$ cat src/include/ads_params.svh
// Register map, field positions and reset values of the data/status bank
`ifndef ADS_PARAMS_SVH
`define ADS_PARAMS_SVH

`define ADS_ADDR_W 8
`define ADS_DATA_W 8
`define ADS_OFS_PART_ID 8'h00
`define ADS_OFS_X_LOW 8'h02
`define ADS_OFS_X_HIGH 8'h03
`define ADS_OFS_Y_LOW 8'h04
`define ADS_OFS_Y_HIGH 8'h05
`define ADS_OFS_Z_LOW 8'h06
`define ADS_OFS_Z_HIGH 8'h07
`define ADS_OFS_MOTION_STS 8'h09
`define ADS_OFS_FIFO_STS 8'h0a
`define ADS_OFS_RSVD_GAP 8'h37
`define ADS_OFS_X_OFFSET 8'h38
`define ADS_OFS_Y_OFFSET 8'h39
`define ADS_OFS_Z_OFFSET 8'h3a
`define ADS_OFS_FIFO_WM_CFG 8'h3d
`define ADS_OFS_FIFO_MODE_CFG 8'h3e
`define ADS_OFS_FIFO_READ 8'h3f
// Status bit positions
`define ADS_BIT_SIG_MOT 0
`define ADS_BIT_SLOPE 2
`define ADS_BIT_FIFO_FULL 5
`define ADS_BIT_FIFO_WM 6
`define ADS_BIT_NEW_DATA 7
// Low register: sample bits 3..0 sit in bits 7..4
`define ADS_LOW_NIB_LSB 4
`define ADS_SAMPLE_W 12
// Mode config fields
`define ADS_MODE_LSB 5
`define ADS_INTERVAL_LSB 2
`define ADS_DSEL_LSB 0
`define ADS_WM_LEVEL_MASK 8'h7f
`define ADS_MODE_CFG_MASK 8'hef
`define ADS_RESET_BYTE 8'h00
// Identity code: arbitrary neutral value
`define ADS_PART_ID_DEFAULT 8'h5a

`endif

$ cat src/include/ads_pkg.sv
// Types shared by the accelerometer data/status bank
package ads_pkg;
   typedef logic [7:0] ads_byte_t;
   typedef logic [11:0] ads_sample_t;
endpackage

$ cat src/hw/ads_regs.sv
// Data and status register bank of the three-axis accelerometer
// Operation
// Read-only identity byte at address zero holds a fixed part code.
// X sample: bits 3..0 in low byte top nibble, 11..4 in high.
// Y sample uses the same split across its two result bytes.
// Z sample same split; six result bytes read-only, reset zero.
// Motion status bit 0 shows significant motion event.
// Motion status bit 2 shows slope event; other bits read zero.
// FIFO status bit 5 shows FIFO full event.
// FIFO status bit 6 shows FIFO watermark event.
// FIFO status bit 7 shows new sample; bits 4..0 read zero.
// Mode config: 3-bit mode top, reserved bit, interval, data select.
// Writing either FIFO config clears full, watermark, and empties FIFO.
// Axis results are two's complement twelve-bit values.
// Writes to read-only, reserved bits or addresses have no effect.
`timescale 1ns/1ps
`include "ads_params.svh"
module ads_regs
   import ads_pkg::*;
#(
   parameter ads_byte_t PART_ID = `ADS_PART_ID_DEFAULT
)
(
   input wire logic i_clock,
   input wire logic i_reset,
   input wire logic i_wr,
   input wire logic i_rd,
   input wire ads_byte_t i_addr,
   input wire ads_byte_t i_wdata,
   input wire logic i_sample_valid,
   input wire ads_sample_t i_x_accel_sample,
   input wire ads_sample_t i_y_accel_sample,
   input wire ads_sample_t i_z_accel_sample,
   input wire logic i_significant_motion_flag,
   input wire logic i_slope_motion_flag,
   input wire logic i_fifo_full_flag,
   input wire logic i_fifo_watermark_flag,
   input wire logic i_new_sample_flag,
   input wire ads_byte_t i_fifo_read_byte,
   output ads_byte_t o_rdata,
   output logic o_fifo_read_pulse,
   output logic o_fifo_clear,
   output ads_byte_t o_x_offset_value,
   output ads_byte_t o_y_offset_value,
   output ads_byte_t o_z_offset_value,
   output logic [6:0] o_fifo_watermark_level,
   output logic [2:0] o_fifo_mode,
   output logic [1:0] o_select_a,
   output logic [1:0] o_fifo_data_select
);
   // ----------------------------------------
   // State
   // ----------------------------------------
   typedef struct packed {
      ads_sample_t x;
      ads_sample_t y;
      ads_sample_t z;
      logic sig_mot;
      logic slope;
      logic ffull;
      logic fwm;
      logic newdat;
      ads_byte_t ofs_x;
      ads_byte_t ofs_y;
      ads_byte_t ofs_z;
      ads_byte_t wm_cfg;
      ads_byte_t mode_cfg;
      ads_byte_t rdata;
      logic fifo_rd;
      logic fifo_clr;
   } ads_state_t;

   ads_state_t state_r;
   ads_state_t state_nxt;
   ads_byte_t x_lo;
   ads_byte_t x_hi;
   ads_byte_t y_lo;
   ads_byte_t y_hi;
   ads_byte_t z_lo;
   ads_byte_t z_hi;
   logic cfg_wr;

   // ----------------------------------------
   // Result byte formatting
   // ----------------------------------------
   // Two's complement samples pass through unaltered
   ads_sample_split u_split_x (
      .i_sample(state_r.x),
      .o_low(x_lo),
      .o_high(x_hi)
   );
   ads_sample_split u_split_y (
      .i_sample(state_r.y),
      .o_low(y_lo),
      .o_high(y_hi)
   );
   ads_sample_split u_split_z (
      .i_sample(state_r.z),
      .o_low(z_lo),
      .o_high(z_hi)
   );

   // Either FIFO config write counts as a FIFO clear
   assign cfg_wr = i_wr && (i_addr == `ADS_OFS_FIFO_WM_CFG ||
      i_addr == `ADS_OFS_FIFO_MODE_CFG);

   // ----------------------------------------
   // Next state
   // ----------------------------------------
   always_comb begin
      state_nxt = state_r;
      state_nxt.fifo_rd = 1'b0;
      state_nxt.fifo_clr = cfg_wr;
      // Capture a fresh sample set
      if (i_sample_valid) begin
         state_nxt.x = i_x_accel_sample;
         state_nxt.y = i_y_accel_sample;
         state_nxt.z = i_z_accel_sample;
      end
      // Status follows the event sources
      state_nxt.sig_mot = i_significant_motion_flag;
      state_nxt.slope = i_slope_motion_flag;
      state_nxt.newdat = i_new_sample_flag;
      // FIFO events: a new event beats the config clear
      state_nxt.ffull = i_fifo_full_flag || (state_r.ffull && !cfg_wr);
      state_nxt.fwm = i_fifo_watermark_flag || (state_r.fwm && !cfg_wr);
      if (cfg_wr) begin
         state_nxt.ffull = i_fifo_full_flag;
         state_nxt.fwm = i_fifo_watermark_flag;
      end
      // Writable registers; others ignore writes
      if (i_wr) begin
         unique case (i_addr)
            `ADS_OFS_X_OFFSET: state_nxt.ofs_x = i_wdata;
            `ADS_OFS_Y_OFFSET: state_nxt.ofs_y = i_wdata;
            `ADS_OFS_Z_OFFSET: state_nxt.ofs_z = i_wdata;
            `ADS_OFS_FIFO_WM_CFG: begin
               state_nxt.wm_cfg = i_wdata & `ADS_WM_LEVEL_MASK;
            end
            `ADS_OFS_FIFO_MODE_CFG: begin
               state_nxt.mode_cfg = i_wdata & `ADS_MODE_CFG_MASK;
            end
            default: state_nxt.rdata = state_r.rdata;
         endcase
      end
      // Read data mux; unmapped reads zero
      if (i_rd) begin
         unique case (i_addr)
            `ADS_OFS_PART_ID: state_nxt.rdata = PART_ID;
            `ADS_OFS_X_LOW: state_nxt.rdata = x_lo;
            `ADS_OFS_X_HIGH: state_nxt.rdata = x_hi;
            `ADS_OFS_Y_LOW: state_nxt.rdata = y_lo;
            `ADS_OFS_Y_HIGH: state_nxt.rdata = y_hi;
            `ADS_OFS_Z_LOW: state_nxt.rdata = z_lo;
            `ADS_OFS_Z_HIGH: state_nxt.rdata = z_hi;
            `ADS_OFS_MOTION_STS: begin
               state_nxt.rdata = `ADS_RESET_BYTE;
               state_nxt.rdata[`ADS_BIT_SIG_MOT] = state_r.sig_mot;
               state_nxt.rdata[`ADS_BIT_SLOPE] = state_r.slope;
            end
            `ADS_OFS_FIFO_STS: begin
               state_nxt.rdata = `ADS_RESET_BYTE;
               state_nxt.rdata[`ADS_BIT_FIFO_FULL] = state_r.ffull;
               state_nxt.rdata[`ADS_BIT_FIFO_WM] = state_r.fwm;
               state_nxt.rdata[`ADS_BIT_NEW_DATA] = state_r.newdat;
            end
            `ADS_OFS_X_OFFSET: state_nxt.rdata = state_r.ofs_x;
            `ADS_OFS_Y_OFFSET: state_nxt.rdata = state_r.ofs_y;
            `ADS_OFS_Z_OFFSET: state_nxt.rdata = state_r.ofs_z;
            `ADS_OFS_FIFO_WM_CFG: state_nxt.rdata = state_r.wm_cfg;
            `ADS_OFS_FIFO_MODE_CFG: state_nxt.rdata = state_r.mode_cfg;
            `ADS_OFS_FIFO_READ: begin
               state_nxt.rdata = i_fifo_read_byte;
               state_nxt.fifo_rd = 1'b1;
            end
            default: state_nxt.rdata = `ADS_RESET_BYTE;
         endcase
      end
   end

   // ----------------------------------------
   // Registers
   // ----------------------------------------
   always_ff @(posedge i_clock) begin
      if (i_reset) begin
         state_r <= '0;
      end else begin
         state_r <= state_nxt;
      end
   end

   // Outputs straight from flops
   assign o_rdata = state_r.rdata;
   assign o_fifo_read_pulse = state_r.fifo_rd;
   assign o_fifo_clear = state_r.fifo_clr;
   assign o_x_offset_value = state_r.ofs_x;
   assign o_y_offset_value = state_r.ofs_y;
   assign o_z_offset_value = state_r.ofs_z;
   assign o_fifo_watermark_level = state_r.wm_cfg[6:0];
   assign o_fifo_mode = state_r.mode_cfg[7:5];
   assign o_select_a = state_r.mode_cfg[3:2];
   assign o_fifo_data_select = state_r.mode_cfg[1:0];

   // ----------------------------------------
   // Checks
   // ----------------------------------------
   property p_id_read;
      @(posedge i_clock) disable iff (i_reset)
      i_rd && i_addr == `ADS_OFS_PART_ID |=> o_rdata == PART_ID;
   endproperty
   a_id_read: assert property (p_id_read)
      else $error("identity read wrong");

   property p_x_low;
      @(posedge i_clock) disable iff (i_reset)
      i_rd && i_addr == `ADS_OFS_X_LOW |=>
         o_rdata == {$past(state_r.x[3:0]), 4'h0};
   endproperty
   a_x_low: assert property (p_x_low)
      else $error("x low byte wrong");

   property p_y_high;
      @(posedge i_clock) disable iff (i_reset)
      i_rd && i_addr == `ADS_OFS_Y_HIGH |=>
         o_rdata == $past(state_r.y[11:4]);
   endproperty
   a_y_high: assert property (p_y_high)
      else $error("y high byte wrong");

   property p_z_low;
      @(posedge i_clock) disable iff (i_reset)
      i_rd && i_addr == `ADS_OFS_Z_LOW |=> o_rdata[3:0] == 4'h0;
   endproperty
   a_z_low: assert property (p_z_low)
      else $error("z low reserved nibble set");

   property p_motion;
      @(posedge i_clock) disable iff (i_reset)
      i_rd && i_addr == `ADS_OFS_MOTION_STS |=>
         o_rdata == {5'h00, $past(state_r.slope), 1'b0,
         $past(state_r.sig_mot)};
   endproperty
   a_motion: assert property (p_motion)
      else $error("motion status wrong");

   property p_full_set;
      @(posedge i_clock) disable iff (i_reset)
      i_fifo_full_flag |=> state_r.ffull;
   endproperty
   a_full_set: assert property (p_full_set)
      else $error("fifo full lost");

   property p_wm_clear;
      @(posedge i_clock) disable iff (i_reset)
      cfg_wr && !i_fifo_watermark_flag |=> !state_r.fwm ##0 o_fifo_clear;
   endproperty
   a_wm_clear: assert property (p_wm_clear)
      else $error("watermark not cleared");

   property p_fifo_sts;
      @(posedge i_clock) disable iff (i_reset)
      i_rd && i_addr == `ADS_OFS_FIFO_STS |=> o_rdata[4:0] == 5'h00;
   endproperty
   a_fifo_sts: assert property (p_fifo_sts)
      else $error("fifo status reserved bits set");

   property p_mode_rsvd;
      @(posedge i_clock) disable iff (i_reset)
      1'b1 |-> state_r.mode_cfg[4] == 1'b0;
   endproperty
   a_mode_rsvd: assert property (p_mode_rsvd)
      else $error("mode reserved bit set");

   property p_ro_write;
      @(posedge i_clock) disable iff (i_reset)
      i_wr && i_addr == `ADS_OFS_RSVD_GAP |=> $stable(state_r.ofs_x) &&
         $stable(state_r.ofs_y) && $stable(state_r.ofs_z) &&
         $stable(state_r.wm_cfg) && $stable(state_r.mode_cfg);
   endproperty
   a_ro_write: assert property (p_ro_write)
      else $error("reserved write had effect");

   property p_clear_pulse;
      @(posedge i_clock) disable iff (i_reset)
      cfg_wr |=> o_fifo_clear;
   endproperty
   a_clear_pulse: assert property (p_clear_pulse)
      else $error("fifo clear pulse missing");

   property p_full_clear;
      @(posedge i_clock) disable iff (i_reset)
      cfg_wr && !i_fifo_full_flag |=> !state_r.ffull;
   endproperty
   a_full_clear: assert property (p_full_clear)
      else $error("fifo full not cleared");

   property p_wm_set;
      @(posedge i_clock) disable iff (i_reset)
      i_fifo_watermark_flag |=> state_r.fwm;
   endproperty
   a_wm_set: assert property (p_wm_set)
      else $error("watermark event lost");

   property p_mode_write;
      @(posedge i_clock) disable iff (i_reset)
      i_wr && i_addr == `ADS_OFS_FIFO_MODE_CFG |=>
         o_fifo_mode == $past(i_wdata[7:5]) &&
         o_select_a == $past(i_wdata[3:2]) &&
         o_fifo_data_select == $past(i_wdata[1:0]);
   endproperty
   a_mode_write: assert property (p_mode_write)
      else $error("mode fields not stored");
endmodule

$ cat src/hw/ads_sample_split.sv
// Splits one 12-bit axis sample into its low and high result bytes
`timescale 1ns/1ps
`include "ads_params.svh"
module ads_sample_split
   import ads_pkg::*;
(
   input wire ads_sample_t i_sample,
   output ads_byte_t o_low,
   output ads_byte_t o_high
);
   // Low nibble to upper half, reserved half zero; rest to high byte
   assign o_low = {i_sample[3:0], 4'h0};
   assign o_high = i_sample[11:4];
endmodule

$ cat config.mk
export PLATFORM = sky130hd
export DESIGN_NAME = ads_regs
export DESIGN_NICKNAME = d
export VERILOG_FILES = /design/src/include/ads_pkg.sv /design/src/hw/ads_regs.sv /design/src/hw/ads_sample_split.sv
export VERILOG_INCLUDE_DIRS = /design/src /design/src/include
export SDC_FILE = /design/constraint.sdc
export NUM_CORES = 1
export LEC_CHECK = 0
export BUFFER_PORTS_ARGS = -buffer_cell sky130_fd_sc_hd__buf_2
export CAP_MARGIN = 25
export CORE_MARGIN = 8
export CORE_UTILIZATION = 45
export DETAILED_ROUTE_END_ITERATION = 8
export PLACE_DENSITY = 0.76
export REMOVE_ABC_BUFFERS = 1
export SYNTH_ARGS = -nofsm -noshare
export SYNTH_HDL_FRONTEND = slang
export SYNTH_SLANG_ARGS = --single-unit
$ cat constraint.sdc
create_clock -name i_clock -period 2.3 [get_ports i_clock]
set_clock_uncertainty 0.15 [all_clocks]
set_input_delay 0.23 -clock i_clock [delete_from_list [all_inputs] [get_ports i_clock]]
set_output_delay 0.23 -clock i_clock [all_outputs]
set_load 0.01 [all_outputs]
# == Word-level counts from Yosys, hierarchy flattened ==
# Cells that the tools add are included.
# op_classes
n_eq_ne,14
muxes,4
n_bitwise,1
n_reduce_logical,14
# op_table
op,n
8-bit one-hot mux with 15 select lines,1
"8-bit by 6-bit == test with 1-bit output, second input constant",6
"8-bit by 3-bit == test with 1-bit output, second input constant",4
"8-bit by 2-bit == test with 1-bit output, second input constant",2
"8-bit by 4-bit == test with 1-bit output, second input constant",2
2-bit AND reduction,5
9-bit 2-to-1 mux,1
8-bit zero test,1
1-bit logical AND,3
1-bit logical OR,3
2-bit 2-to-1 mux,1
2-bit OR reduction,1
1-bit zero test,1
1-bit 2-to-1 mux,1
1-bit NOT,1
# totals
ff_bits,89
input_bits,70
out_inout_bits,48
word_cells,49

# == Depth between registers and ports, before layout ==
# Gate-level depths: netlist of the first run.
# depth
ltp_word,7
depth_mapped,8
depth_no_buf,5

# == Modules after synthesis ==
# From an unflattened synthesis of the first run, not the netlist that was laid out.
# unflattened
cells_unflattened,538
hier_area_um2,4907.2
# modules_own_cells
module,n_inst,cells_each,area_per_inst_um2,seq_area_each_um2
ads_regs,1,487,4535.6,1781.7
ads_sample_split,3,17,123.9,0.0

# == Worst setup path after synthesis of the first run ==
# No wires, ideal clock.
# synth_path
path_type,input to register
from,input port i_addr[7]
to,"register state_r, in the netlist o_rdata[5]"
setup_ns,0.091
arrival_time_ns,1.842
required_ns,2.059
path_slack_ns,0.218
path_stages,6
n_path_buf,1
cell_sequence,or4_1 buf_2 o31a_1 a221oi_4 nor3_1 a311oi_1
# synth_between
elab_chain_len,3
elab_cells_between_ends,17
classes_between,eq/ne (14); mux (2); reduce/logical (1)
# synth_lines
element,line,rtl
from (decl),ads_regs.sv:28,"input wire ads_byte_t i_addr,"
8-bit by 6-bit == test with 1-bit output (tied with other cells),ads_regs.sv:148,unique case (i_addr)
8-bit one-hot mux with 15 select lines *,ads_regs.sv:148,
9-bit 2-to-1 mux *,ads_regs.sv:147,if (i_rd) begin
to (signal assigned),ads_regs.sv:188,state_r <= state_nxt;
to (decl),ads_regs.sv:73,ads_state_t state_r;
# Every way passes the cells marked *; elsewhere a longest branch is shown, timed or not. The select of a mux whose other input is x is not followed.
# A chain may end at the register's enable or synchronous reset.

# == Worst setup path after layout of the first run ==
# layout_path
from,input port i_addr[7]
to,"register state_r, in the netlist o_rdata[0]"
# The elaborated chain is that of the path after synthesis.

==> impl_metrics.py, run 1 <==
metrics = {
    "outcome": {
        "outcome": "complete, no violations",
    },
    "cells_and_area": {
        "nNetsFinal": 692,
        "area_growth_pct": 26.04,
        "fillCellCount": 859,
        "drive_gt1_share_pct": 28.23,
        "final_util_pct": 58.31,
        "diodes": 0,
    },
    "sta": {
        "hold_viol": 0,
        "fin_crit_ns": 1.912,
        "grt_setup_unrepaired": "no",
        "min_period_over_period_pct": 83.14,
        "tightest_slew_ns": 0.7147,
        "setup_viol": 0,
        "drv_slew": 0,
        "slew_headroom_pct": 52.36,
        "fin_setup_tns_ns": 0,
        "fmax_ghz": 0.5229,
    },
    "setup_path": {
        "regToRegSetupSlack_ns": 0.81,
        "startpoint_type": "input pin",
        "path_max_fanout": 6,
        "timing.rr.end": "o_rdata[0]$_SDFFE_PP0P_",
        "reg2reg_depth": 5,
        "r2r_start": "o_fifo_watermark_level[0]$_SDFFE_PP0P_",
        "cp-end-kind": "flip-flop",
        "cp.arrival_ns": 2.04,
        "crit_type": "input pin to flip-flop",
        "cp.required_ns": 2.42,
    },
    "logic_synthesis": {
        "ys_types": 54,
        "synth.most_common_cell": "dfxtp_1",
        "yosys_warnings": 0,
        "synthFlopType": "dfxtp_1",
        "synth_top_area_share_pct": 39.40,
        "netlist_area_um2": 4522,
        "synth.avg_cell_area_um2": 9.008,
        "synth-seq-cells": 89,
        "synth-seq-area-share_pct": 39.40,
        "synth-edff-count": 0,
        "synthArstFlopShare_pct": 0,
        "yosys-top-cells-area": "dfxtp_1 (39%), mux2i_1 (19%), buf_4 (7.6%)",
        "synthTopCellsByCount": "dfxtp_1 (89), mux2i_1 (87), nor2_1 (83), buf_4 (46), clkbuf_1 (28)",
        "synthCells": 502,
        "synth_top_area_cell": "dfxtp_1",
    },
    "global_routing": {
        "grt_pass1_wl_mm": 21.91,
        "antenna_found_initial": 0,
        "grt_max_degree": 38,
        "grt_pass1_vias": 4096,
        "grt_use_total_pct": 21.06,
        "grt-ovfl-total": 0,
    },
    "power_and_ir_drop": {
        "p_per_area_nw_per_um2": 553.5,
        "ir_drop_mv": 0.3535,
        "leakage_nw": 2.760,
        "total_power_mw": 3.155,
    },
    "die": {
        "die-area_um2": 13510,
        "die_w_um": 116.2,
        "io_pins": 118,
        "core_um2": 9774,
        "rows": 36,
        "start_util_pct": 46.26,
        "fp.dieH_um": 116.2,
    },
    "routing": {
        "antenna_left": 0,
        "vias": 4119,
        "drt-initial-drc-count": 280,
        "wire_per_inst_um": 18.49,
        "viasPerCell": 5.420,
        "routed_wl_mm": 14.06,
        "drtPass1Iterations": 5,
        "route.detailed.drc": 0,
    },
    "clock_tree": {
        "clkTransAtPathRegs_ns": 0.09,
        "cts_tree": "yes",
        "root_buffer": "clkbuf_8",
        "clock_path_buffers": 2,
        "cts_resized": 0,
        "clk_latency_ns": 0.36,
        "cts.htree.levels": 3,
        "cts_buffers": 9,
        "clkSinkCount": 89,
    },
    "place": {
        "io_buffers": 117,
        "hpwlAfterDp_mm": 10.36,
        "gp_congestion": 0.8902,
    },
    "min_path": {
        "hp-class": "input pin to flip-flop",
        "hp-start": "i_wdata[5]",
        "hold_path_depth": 3,
        "holdPathEnd": "o_x_offset_value[5]$_SDFFE_PP0P_",
    },
    "run": {
        "drv.max_cap_violation_count": 0,
    },
}
-- per-stage QoR --
| stage | setup WS [ns] | instance area, µm² | cells | hold slack, ns |
|---|---|---|---|---|
| floorplan | -0.2547 | 4025 | 418 | 0.1491 |
| global placement | 0.01449 | 5064 | 702 | 0.2935 |
| detailed placement | 0.03591 | 5064 | 702 | 0.2968 |
| CTS | 0.4161 | 5699 | 760 | 0.006906 |
| global route | 0.3272 | 5699 | 760 | 0.01821 |
| finish | 0.3877 | 5699 | 760 | 0.02546 |
-- layer usage --
metal / vias up / wire, µm / share of wire (%) / track usage [%]
met5: - / 0 / 0 / 0
met4: 0 / 241 / 1.7 / 6.914
met3: 21 / 949 / 6.8 / 4.550
met2: 158 / 6747 / 48 / 34.51
met1: 1951 / 6116 / 44 / 26.87
li1: 1989 / - / - / -
-- what timing repair did --
action | CTS | global route
endpoints found under the setup margin | 0 | 0
hold endpoints to repair | 42 | 0
setup buffers | 0 | 0
hold buffers | 42 | 0
-- cell type report --
| type | instances | area, µm² | share of cell area, % |
|---|---|---|---|
| multi-input cells | 326 | 2238 | 39.28 |
| flip-flops and latches | 89 | 1782 | 31.26 |
| repair buffers | 193 | 1286 | 22.57 |
| well taps | 133 | 166.4 | 2.920 |
| clock buffers | 11 | 151.4 | 2.656 |
| clock inverters | 5 | 63.81 | 1.120 |
| inverters | 3 | 11.26 | 0.1976 |
-- worst max-delay path by stage --
stage	from	to	slack [ns]	depth (start not counted)
5_1_grt	i_addr[7]	o_rdata[6]$_SDFFE_PP0P_	0.33	6
4_1_cts	i_addr[7]	o_rdata[5]$_SDFFE_PP0P_	0.42	6
2_1_floorplan	i_addr[7]	o_rdata[0]$_SDFFE_PP0P_	-0.25	5
3_5_place_dp	i_addr[7]	o_rdata[5]$_SDFFE_PP0P_	0.04	6
6_report	i_addr[7]	o_rdata[0]$_SDFFE_PP0P_	0.39	6
3_3_place_gp	i_addr[7]	o_rdata[5]$_SDFFE_PP0P_	0.01	6
-- cell families after synthesis --
| kind of cell | share of synthesized area [%] |
|---|---|
| muxes | 20.01 |
| and+or+nand+nor | 17.90 |
| DFF | 39.40 |
| buffers and inverters | 11.23 |
| AOI/OAI and AO/OA | 11.46 |
-- cells in the final DEF (no fill, tap or decap), types with 2 or more instances in the layout --
master	Yosys	layout
inv_1	3	3
clkbuf_8	0	11
clkinv_4	0	3
a221oi_1	3	3
a2111oi_0	2	2
a32o_1	2	2
mux2i_1	87	87
buf_2	7	117
dlygate4sd3_1	0	42
dfxtp_1	89	89
nand2_1	14	14
a41oi_1	3	3
a311o_1	2	2
and2_1	3	3
a211oi_1	3	3
a311oi_1	7	7
nand2b_1	2	2
a21oi_1	3	3
nor2b_1	13	13
nand4_1	6	6
buf_4	46	32
mux2_2	3	3
o22ai_1	3	3
o221ai_1	2	2
and3_1	4	4
nor4_1	5	4
a22oi_1	2	2
buf_12	0	2
nor3_1	6	6
a31oi_1	7	7
a21o_1	3	3
nor2_1	83	83
o21ai_0	11	11
nand3_1	25	25
-- sequential cells by signal, indices dropped and copies added (netlist names) --
name                    cells
state_r                    41
o_rdata                     8
o_x_offset_value            8
o_y_offset_value            8
o_z_offset_value            8
o_fifo_watermark_level      7
o_fifo_mode                 3
o_fifo_data_select          2
o_select_a                  2
o_fifo_clear                1
o_fifo_read_pulse           1
-- worst max-delay path: stages --
cell,delay (ns)
buf_2,0.10
or4_1,0.59
o31a_1,0.34
a221oi_4,0.42
nor3_1,0.11
a311oi_1,0.24
-- power breakdown --
part | total, mW | switching [mW] | internal (mW) | leakage (nW)
sequential | 1.61 | 0.0266 | 1.59 | 0.726
combinational | 0.413 | 0.212 | 0.201 | 1.93
clock | 1.13 | 0.561 | 0.567 | 0.106
total | 3.15 | 0.800 | 2.35 | 2.76
(Power assumes the default switching activity.)
==> run 2, diff against run 1 <==
- PLACE_DENSITY: 0.76 -> 0.78
- clock period: 2.3 -> 1.5 ns (I/O delays scaled with it)
==> run 2 against run 1 <==
The run now ends with negative setup slack left. Die area is the same. First-iteration DRC count shrank 5.7%. Count of clock-buffer cells in the layout grew 1. Design area grew 11%. Non-clock buffer count grew 50. Register-to-register slack lost 0.84 ns. Worst setup slack lost 0.64 ns. Largest cell class unchanged. Power grew 62%. Critical endpoint is now o_rdata[5]$_SDFFE_PP0P_. Critical path depth grew 1.
==> impl_metrics.py, run 2 (synthesis results as in run 1) <==
metrics = {
    "setup_path": {
        "cp.required_ns": 1.61,
        "path_max_fanout": 3,
        "cpPeakStageDelay_ns": 0.55,
        "cp.buffers_inverters": 2,
        "r2r_start": "state_r[80]$_SDFFE_PP0P_",
        "timing.rr.end": "o_rdata[5]$_SDFFE_PP0P_",
        "startpoint_type": "input pin",
        "reg2reg_depth": 4,
        "cp-end-kind": "flip-flop",
        "regToRegSetupSlack_ns": -0.03,
        "cp_top_family": "simple AND/OR/NAND/NOR gates",
        "critical-path-slowest-cell": "or4_4",
        "crit_type": "input pin to flip-flop",
        "cp.arrival_ns": 1.86,
        "path_cells": "buf_6 -> or4_4 -> buf_6 -> or4b_1 -> nand3_1 -> nand3_1 -> a311oi_1",
    },
    "place": {
        "io_buffers": 117,
        "hpwlAfterDp_mm": 11.18,
        "place_area_um2": 5331,
        "gp_congestion": 0.9188,
    },
    "routing": {
        "viasPerCell": 5.451,
        "antenna_left": 0,
        "vias": 4421,
        "drt-initial-drc-count": 264,
        "route.detailed.drc": 0,
        "drtPass1Iterations": 7,
        "routed_wl_mm": 15.24,
        "wire_per_inst_um": 18.79,
    },
    "cells_and_area": {
        "final_cell_mix": "buf_2 (114), dfxtp_1 (89), mux2i_1 (86), nor2_1 (83), buf_4 (61)",
        "multi_input_area_um2": 2369,
        "final_cell_area_um2": 6324,
        "drive_gt1_share_pct": 34.71,
        "fillCellCount": 804,
        "largest_register": "state_r",
        "regArea_um2": 1782,
        "largest_reg_flops": 41,
        "nNetsFinal": 742,
        "area_growth_pct": 39.84,
        "final_common_cell": "buf_2",
    },
    "sta": {
        "hold_viol": 0,
        "tightest_slew_ns": 0.3887,
        "drv_slew": 0,
        "fin_crit_ns": 1.752,
        "setup_slack_ns": -0.2524,
        "min_period_over_period_pct": 116.8,
        "setup_viol": 9,
        "fmax_ghz": 0.5707,
        "fin_setup_tns_ns": -1.206,
        "slew_headroom_pct": 73.42,
        "grt_setup_unrepaired": "yes",
    },
    "global_routing": {
        "grt_use_total_pct": 22.67,
        "grt_pass1_vias": 4403,
        "grt-ovfl-total": 0,
        "grt_max_degree": 52,
        "antenna_found_initial": 1,
        "grt_pass1_wl_mm": 23.57,
    },
    "die": {
        "core_um2": 9774,
        "die_w_um": 116.2,
        "rows": 36,
        "fp.dieH_um": 116.2,
        "die-area_um2": 13510,
        "start_util_pct": 46.26,
        "io_pins": 118,
    },
    "clock_tree": {
        "clkSinkCount": 89,
        "clock_path_buffers": 2,
        "cts_tree": "yes",
        "cts_buffers": 9,
        "cts.htree.levels": 3,
        "root_buffer": "clkbuf_8",
        "clk_latency_ns": 0.37,
        "clkTransAtPathRegs_ns": 0.08,
    },
    "min_path": {
        "hp-class": "input pin to flip-flop",
        "hold_path_depth": 3,
        "hp-start": "i_sample_valid",
        "holdPathEnd": "state_r[88]$_SDFFE_PP0P_",
    },
    "outcome": {
        "violations": "negative setup slack",
        "outcome": "complete, but fails checks",
    },
    "power_and_ir_drop": {
        "leakage_nw": 3.057,
        "p_per_area_nw_per_um2": 810.5,
        "total_power_mw": 5.125,
        "ir_drop_mv": 0.5825,
    },
    "run": {
        "drv.max_cap_violation_count": 0,
    },
}
## run 2: repair_timing
item / 4_1_cts / 5_1_grt
setup buffers: 7 / 4
gates resized for setup: 28 / 16
hold endpoints to repair: 79 / 0
pin swaps: 15 / 10
hold buffers: 49 / 0
gates cloned: 0 / 0
setup endpoints to repair: 48 / 48
## run 2: layout make-up
cell class	count	share of cell area, %
antenna	1	0.03957
clock buffer	12	2.454
clock inverter	4	1.187
inverter	3	0.1781
multi-input combinational	326	37.46
sequential	89	28.18
tap	133	2.632
timing repair buffer	243	27.88
## run 2: metal layers
metal	global-route usage (%)	share of wire [%]
met4	8.902	2.3
met3	3.619	6.9
met2	36.94	47
met5	0	0
met1	29.32	44
## run 2: worst max-delay path by stage
stage                     slack [ns]                      end  depth (start not counted)  startpoint
after floorplan                -0.97  o_rdata[0]$_SDFFE_PP0P_                          5   i_addr[7]
after global placement         -0.68  o_rdata[5]$_SDFFE_PP0P_                          6   i_addr[7]
after detailed placement       -0.68  o_rdata[4]$_SDFFE_PP0P_                          6   i_addr[7]
after CTS                      -0.16  o_rdata[5]$_SDFFE_PP0P_                          7   i_addr[5]
after global routing           -0.26  o_rdata[5]$_SDFFE_PP0P_                          7   i_addr[5]
final                          -0.25  o_rdata[5]$_SDFFE_PP0P_                          7   i_addr[5]
## run 2: power breakdown
part / leakage (nW) / switching, mW / internal (mW)
clock network: 0.109 / 0.873 / 1.03
registers: 0.726 / 0.0453 / 2.43
logic: 2.22 / 0.358 / 0.385
total: 3.06 / 1.28 / 3.85
## run 2: worst reg2reg max path: cells and delay by family, from the launching register on
| family | cells | cell delay [ns] |
|---|---|---|
| AOI/OAI and AO/OA | 1 | 0.29 |
| and+or+nand+nor | 3 | 0.61 |
| DFF | 1 | 0.37 |
## run 2: per-stage QoR
step                      utilization, %  worst slack, ns  hold WS (ns)  cells
after floorplan                        -          -0.9747       0.06907    418
after global placement             54.54          -0.6802        0.2142    736
after detailed placement           54.54          -0.6802        0.2234    736
after CTS                          63.76          -0.1647       0.01958    808
after global routing               64.70          -0.2605       0.02100    811
final                              64.70          -0.2524       0.02635    811
==> run 3, diff against run 2 <==
- CORE_MARGIN: 8 -> 2
- CTS_BUF_LIST: not set -> sky130_fd_sc_hd__clkbuf_4
- GPL_ROUTABILITY_DRIVEN: not set -> 0
==> run 3 against run 2 <==
Wire length down 5.1%. Sequential share of layout area up 0.62 points. The flow still finishes with violations (negative setup slack). Power down 11%. Worst setup slack better by 0.17 ns. Worst hold slack worse by 0.0057 ns. Final cell count up 0.12%. Via count up 2.0%. Design area down 2.2%. Critical path depth unchanged. Largest cell class unchanged. Sequential cell count unchanged.
==> impl_metrics.py, run 3 (synthesis results as in run 1) <==
metrics = {
    "outcome": {
        "outcome": "complete, but fails checks",
        "violations": "negative setup slack",
    },
    "global_routing": {
        "grtUsageMet2_pct": 43.42,
        "grt_max_degree": 34,
        "antenna_found_initial": 0,
        "grt_pass1_vias": 4428,
        "grt_pass1_wl_mm": 22.47,
        "use_met1_pct": 32.29,
        "grt_use_total_pct": 25.91,
        "grt-ovfl-total": 0,
        "busiest_layer": "met2",
        "grt_util_met3_pct": 6.015,
    },
    "setup_path": {
        "cp.arrival_ns": 1.79,
        "cp-end-kind": "flip-flop",
        "regToRegSetupSlack_ns": 0.05,
        "reg2reg_depth": 5,
        "timing.rr.end": "o_rdata[0]$_SDFFE_PP0P_",
        "r2r_start": "o_y_offset_value[0]$_SDFFE_PP0P_",
        "cp.required_ns": 1.71,
        "path_max_fanout": 7,
        "crit_type": "input pin to flip-flop",
        "startpoint_type": "input pin",
    },
    "place": {
        "io_buffers": 117,
        "place_area_um2": 5356,
        "hpwlAfterDp_mm": 10.44,
        "dp_slack_ns": -0.7352,
        "dp.cells": 736,
    },
    "die": {
        "core_um2": 9774,
        "rows": 36,
        "die_w_um": 104.2,
        "die-area_um2": 10870,
        "io_pins": 118,
        "fp.dieH_um": 104.2,
        "start_util_pct": 46.26,
    },
    "routing": {
        "route.detailed.drc": 0,
        "vias": 4508,
        "viasPerCell": 5.552,
        "antenna_left": 0,
        "drtPass1Iterations": 5,
        "routed_wl_mm": 14.47,
        "drt-initial-drc-count": 312,
        "wire_per_inst_um": 17.82,
    },
    "cells_and_area": {
        "nNetsFinal": 745,
        "drive_gt1_share_pct": 33.28,
        "diodes": 0,
        "fillCellCount": 781,
        "final_cell_mix": "buf_2 (115), dfxtp_1 (89), mux2i_1 (86), nor2_1 (83), buf_4 (65)",
        "area_growth_pct": 36.83,
        "final_common_cell": "buf_2",
        "largest_reg_flops": 41,
        "final_util_pct": 63.30,
        "stdcell_count": 812,
        "final_cell_area_um2": 6187,
        "largest_register": "state_r",
    },
    "sta": {
        "setup_slack_ns": -0.07826,
        "fmax_ghz": 0.6336,
        "min_period_over_period_pct": 105.2,
        "setup_viol": 8,
        "tightest_slew_ns": 0.3373,
        "fin_crit_ns": 1.578,
        "hold_ws_ns": 0.02065,
        "slew_headroom_pct": 76.93,
        "drv_slew": 0,
        "hold_viol": 0,
        "fin_setup_tns_ns": -0.2953,
        "grt_setup_unrepaired": "yes",
    },
    "clock_tree": {
        "clkSinkCount": 89,
        "root_buffer": "clkbuf_4",
        "cts.htree.levels": 3,
        "cts_buffers": 9,
        "cts_tree": "yes",
        "clk_latency_ns": 0.44,
        "clock_path_buffers": 2,
        "clkTransAtPathRegs_ns": 0.13,
    },
    "power_and_ir_drop": {
        "total_power_mw": 4.541,
        "swShare_pct": 26.68,
        "seq_power_share_pct": 54.6,
        "p_per_area_nw_per_um2": 733.9,
        "leakage_nw": 3.009,
        "pwr-share-clk_pct": 28.6,
        "ir_drop_mv": 0.5024,
        "switching_power_mw": 1.211,
        "p_int_mw": 3.329,
        "combPwrFrac_pct": 16.8,
    },
    "min_path": {
        "hp-start": "i_fifo_read_byte[3]",
        "hp-class": "input pin to flip-flop",
        "holdPathEnd": "o_rdata[3]$_SDFFE_PP0P_",
        "hold_path_depth": 4,
    },
    "run": {
        "drv.max_cap_violation_count": 0,
    },
}
## run 3: cell count changes in the layout (fill, tap and decap cells not counted), sizes merged, moves of 3 or more
cell,before,now
dlygate4sd3,49,57
buf,194,189
clkinv,0,4
clkbuf,12,9
## run 3: power groups by stage
stage | clock network, mW | registers [mW] | logic [mW]
after floorplan | 0 | 2.52 | 0.207
after global placement | 0 | 2.53 | 0.585
after detailed placement | 0 | 2.53 | 0.602
after CTS | 1.32 | 2.48 | 0.732
after global routing | 1.40 | 2.49 | 0.816
final | 1.30 | 2.48 | 0.764
## run 3: layout make-up
| cell class | instances | area [µm²] | share of cell area [%] |
|---|---|---|---|
| Clock buffer | 9 | 67.56 | 1.092 |
| Clock inverter | 6 | 60.06 | 0.9707 |
| Inverter | 3 | 11.26 | 0.1820 |
| Multi-Input combinational cell | 326 | 2321 | 37.51 |
| Sequential cell | 89 | 1782 | 28.80 |
| Tap cell | 133 | 166.4 | 2.690 |
| Timing Repair Buffer | 246 | 1779 | 28.76 |
## run 3: worst max-delay path by stage
stage               from  slack (ns)                 endpoint  depth (start not counted)
2_1_floorplan  i_addr[7]       -0.97  o_rdata[0]$_SDFFE_PP0P_                          5
3_3_place_gp   i_addr[7]       -0.62  o_rdata[5]$_SDFFE_PP0P_                          7
3_5_place_dp   i_addr[7]       -0.74  o_rdata[1]$_SDFFE_PP0P_                          7
4_1_cts        i_addr[5]       -0.06  o_rdata[0]$_SDFFE_PP0P_                          8
5_1_grt        i_addr[5]       -0.10  o_rdata[4]$_SDFFE_PP0P_                          7
6_report       i_addr[5]       -0.08  o_rdata[5]$_SDFFE_PP0P_                          7
## run 3: timing repair
action	in CTS	in global routing
buffers inserted	3	1
hold endpoints to repair	85	1
gates cloned	0	0
pin swaps	14	8
setup endpoints to repair	15	30
resized for setup	10	14
hold buffers	56	1
## run 3: layer usage
layer	part of all wire, %	vias up
met4	2.8	0
li1	-	2095
met3	8.7	47
met1	39	2115
met5	0	-
met2	49	251
## run 3: worst max-delay path, cell delays in order
cell      delay [ns]
buf_6           0.09
or4_4           0.55
buf_6           0.16
or4b_1          0.46
nand3_1         0.08
nand3_1         0.08
a311oi_1        0.20
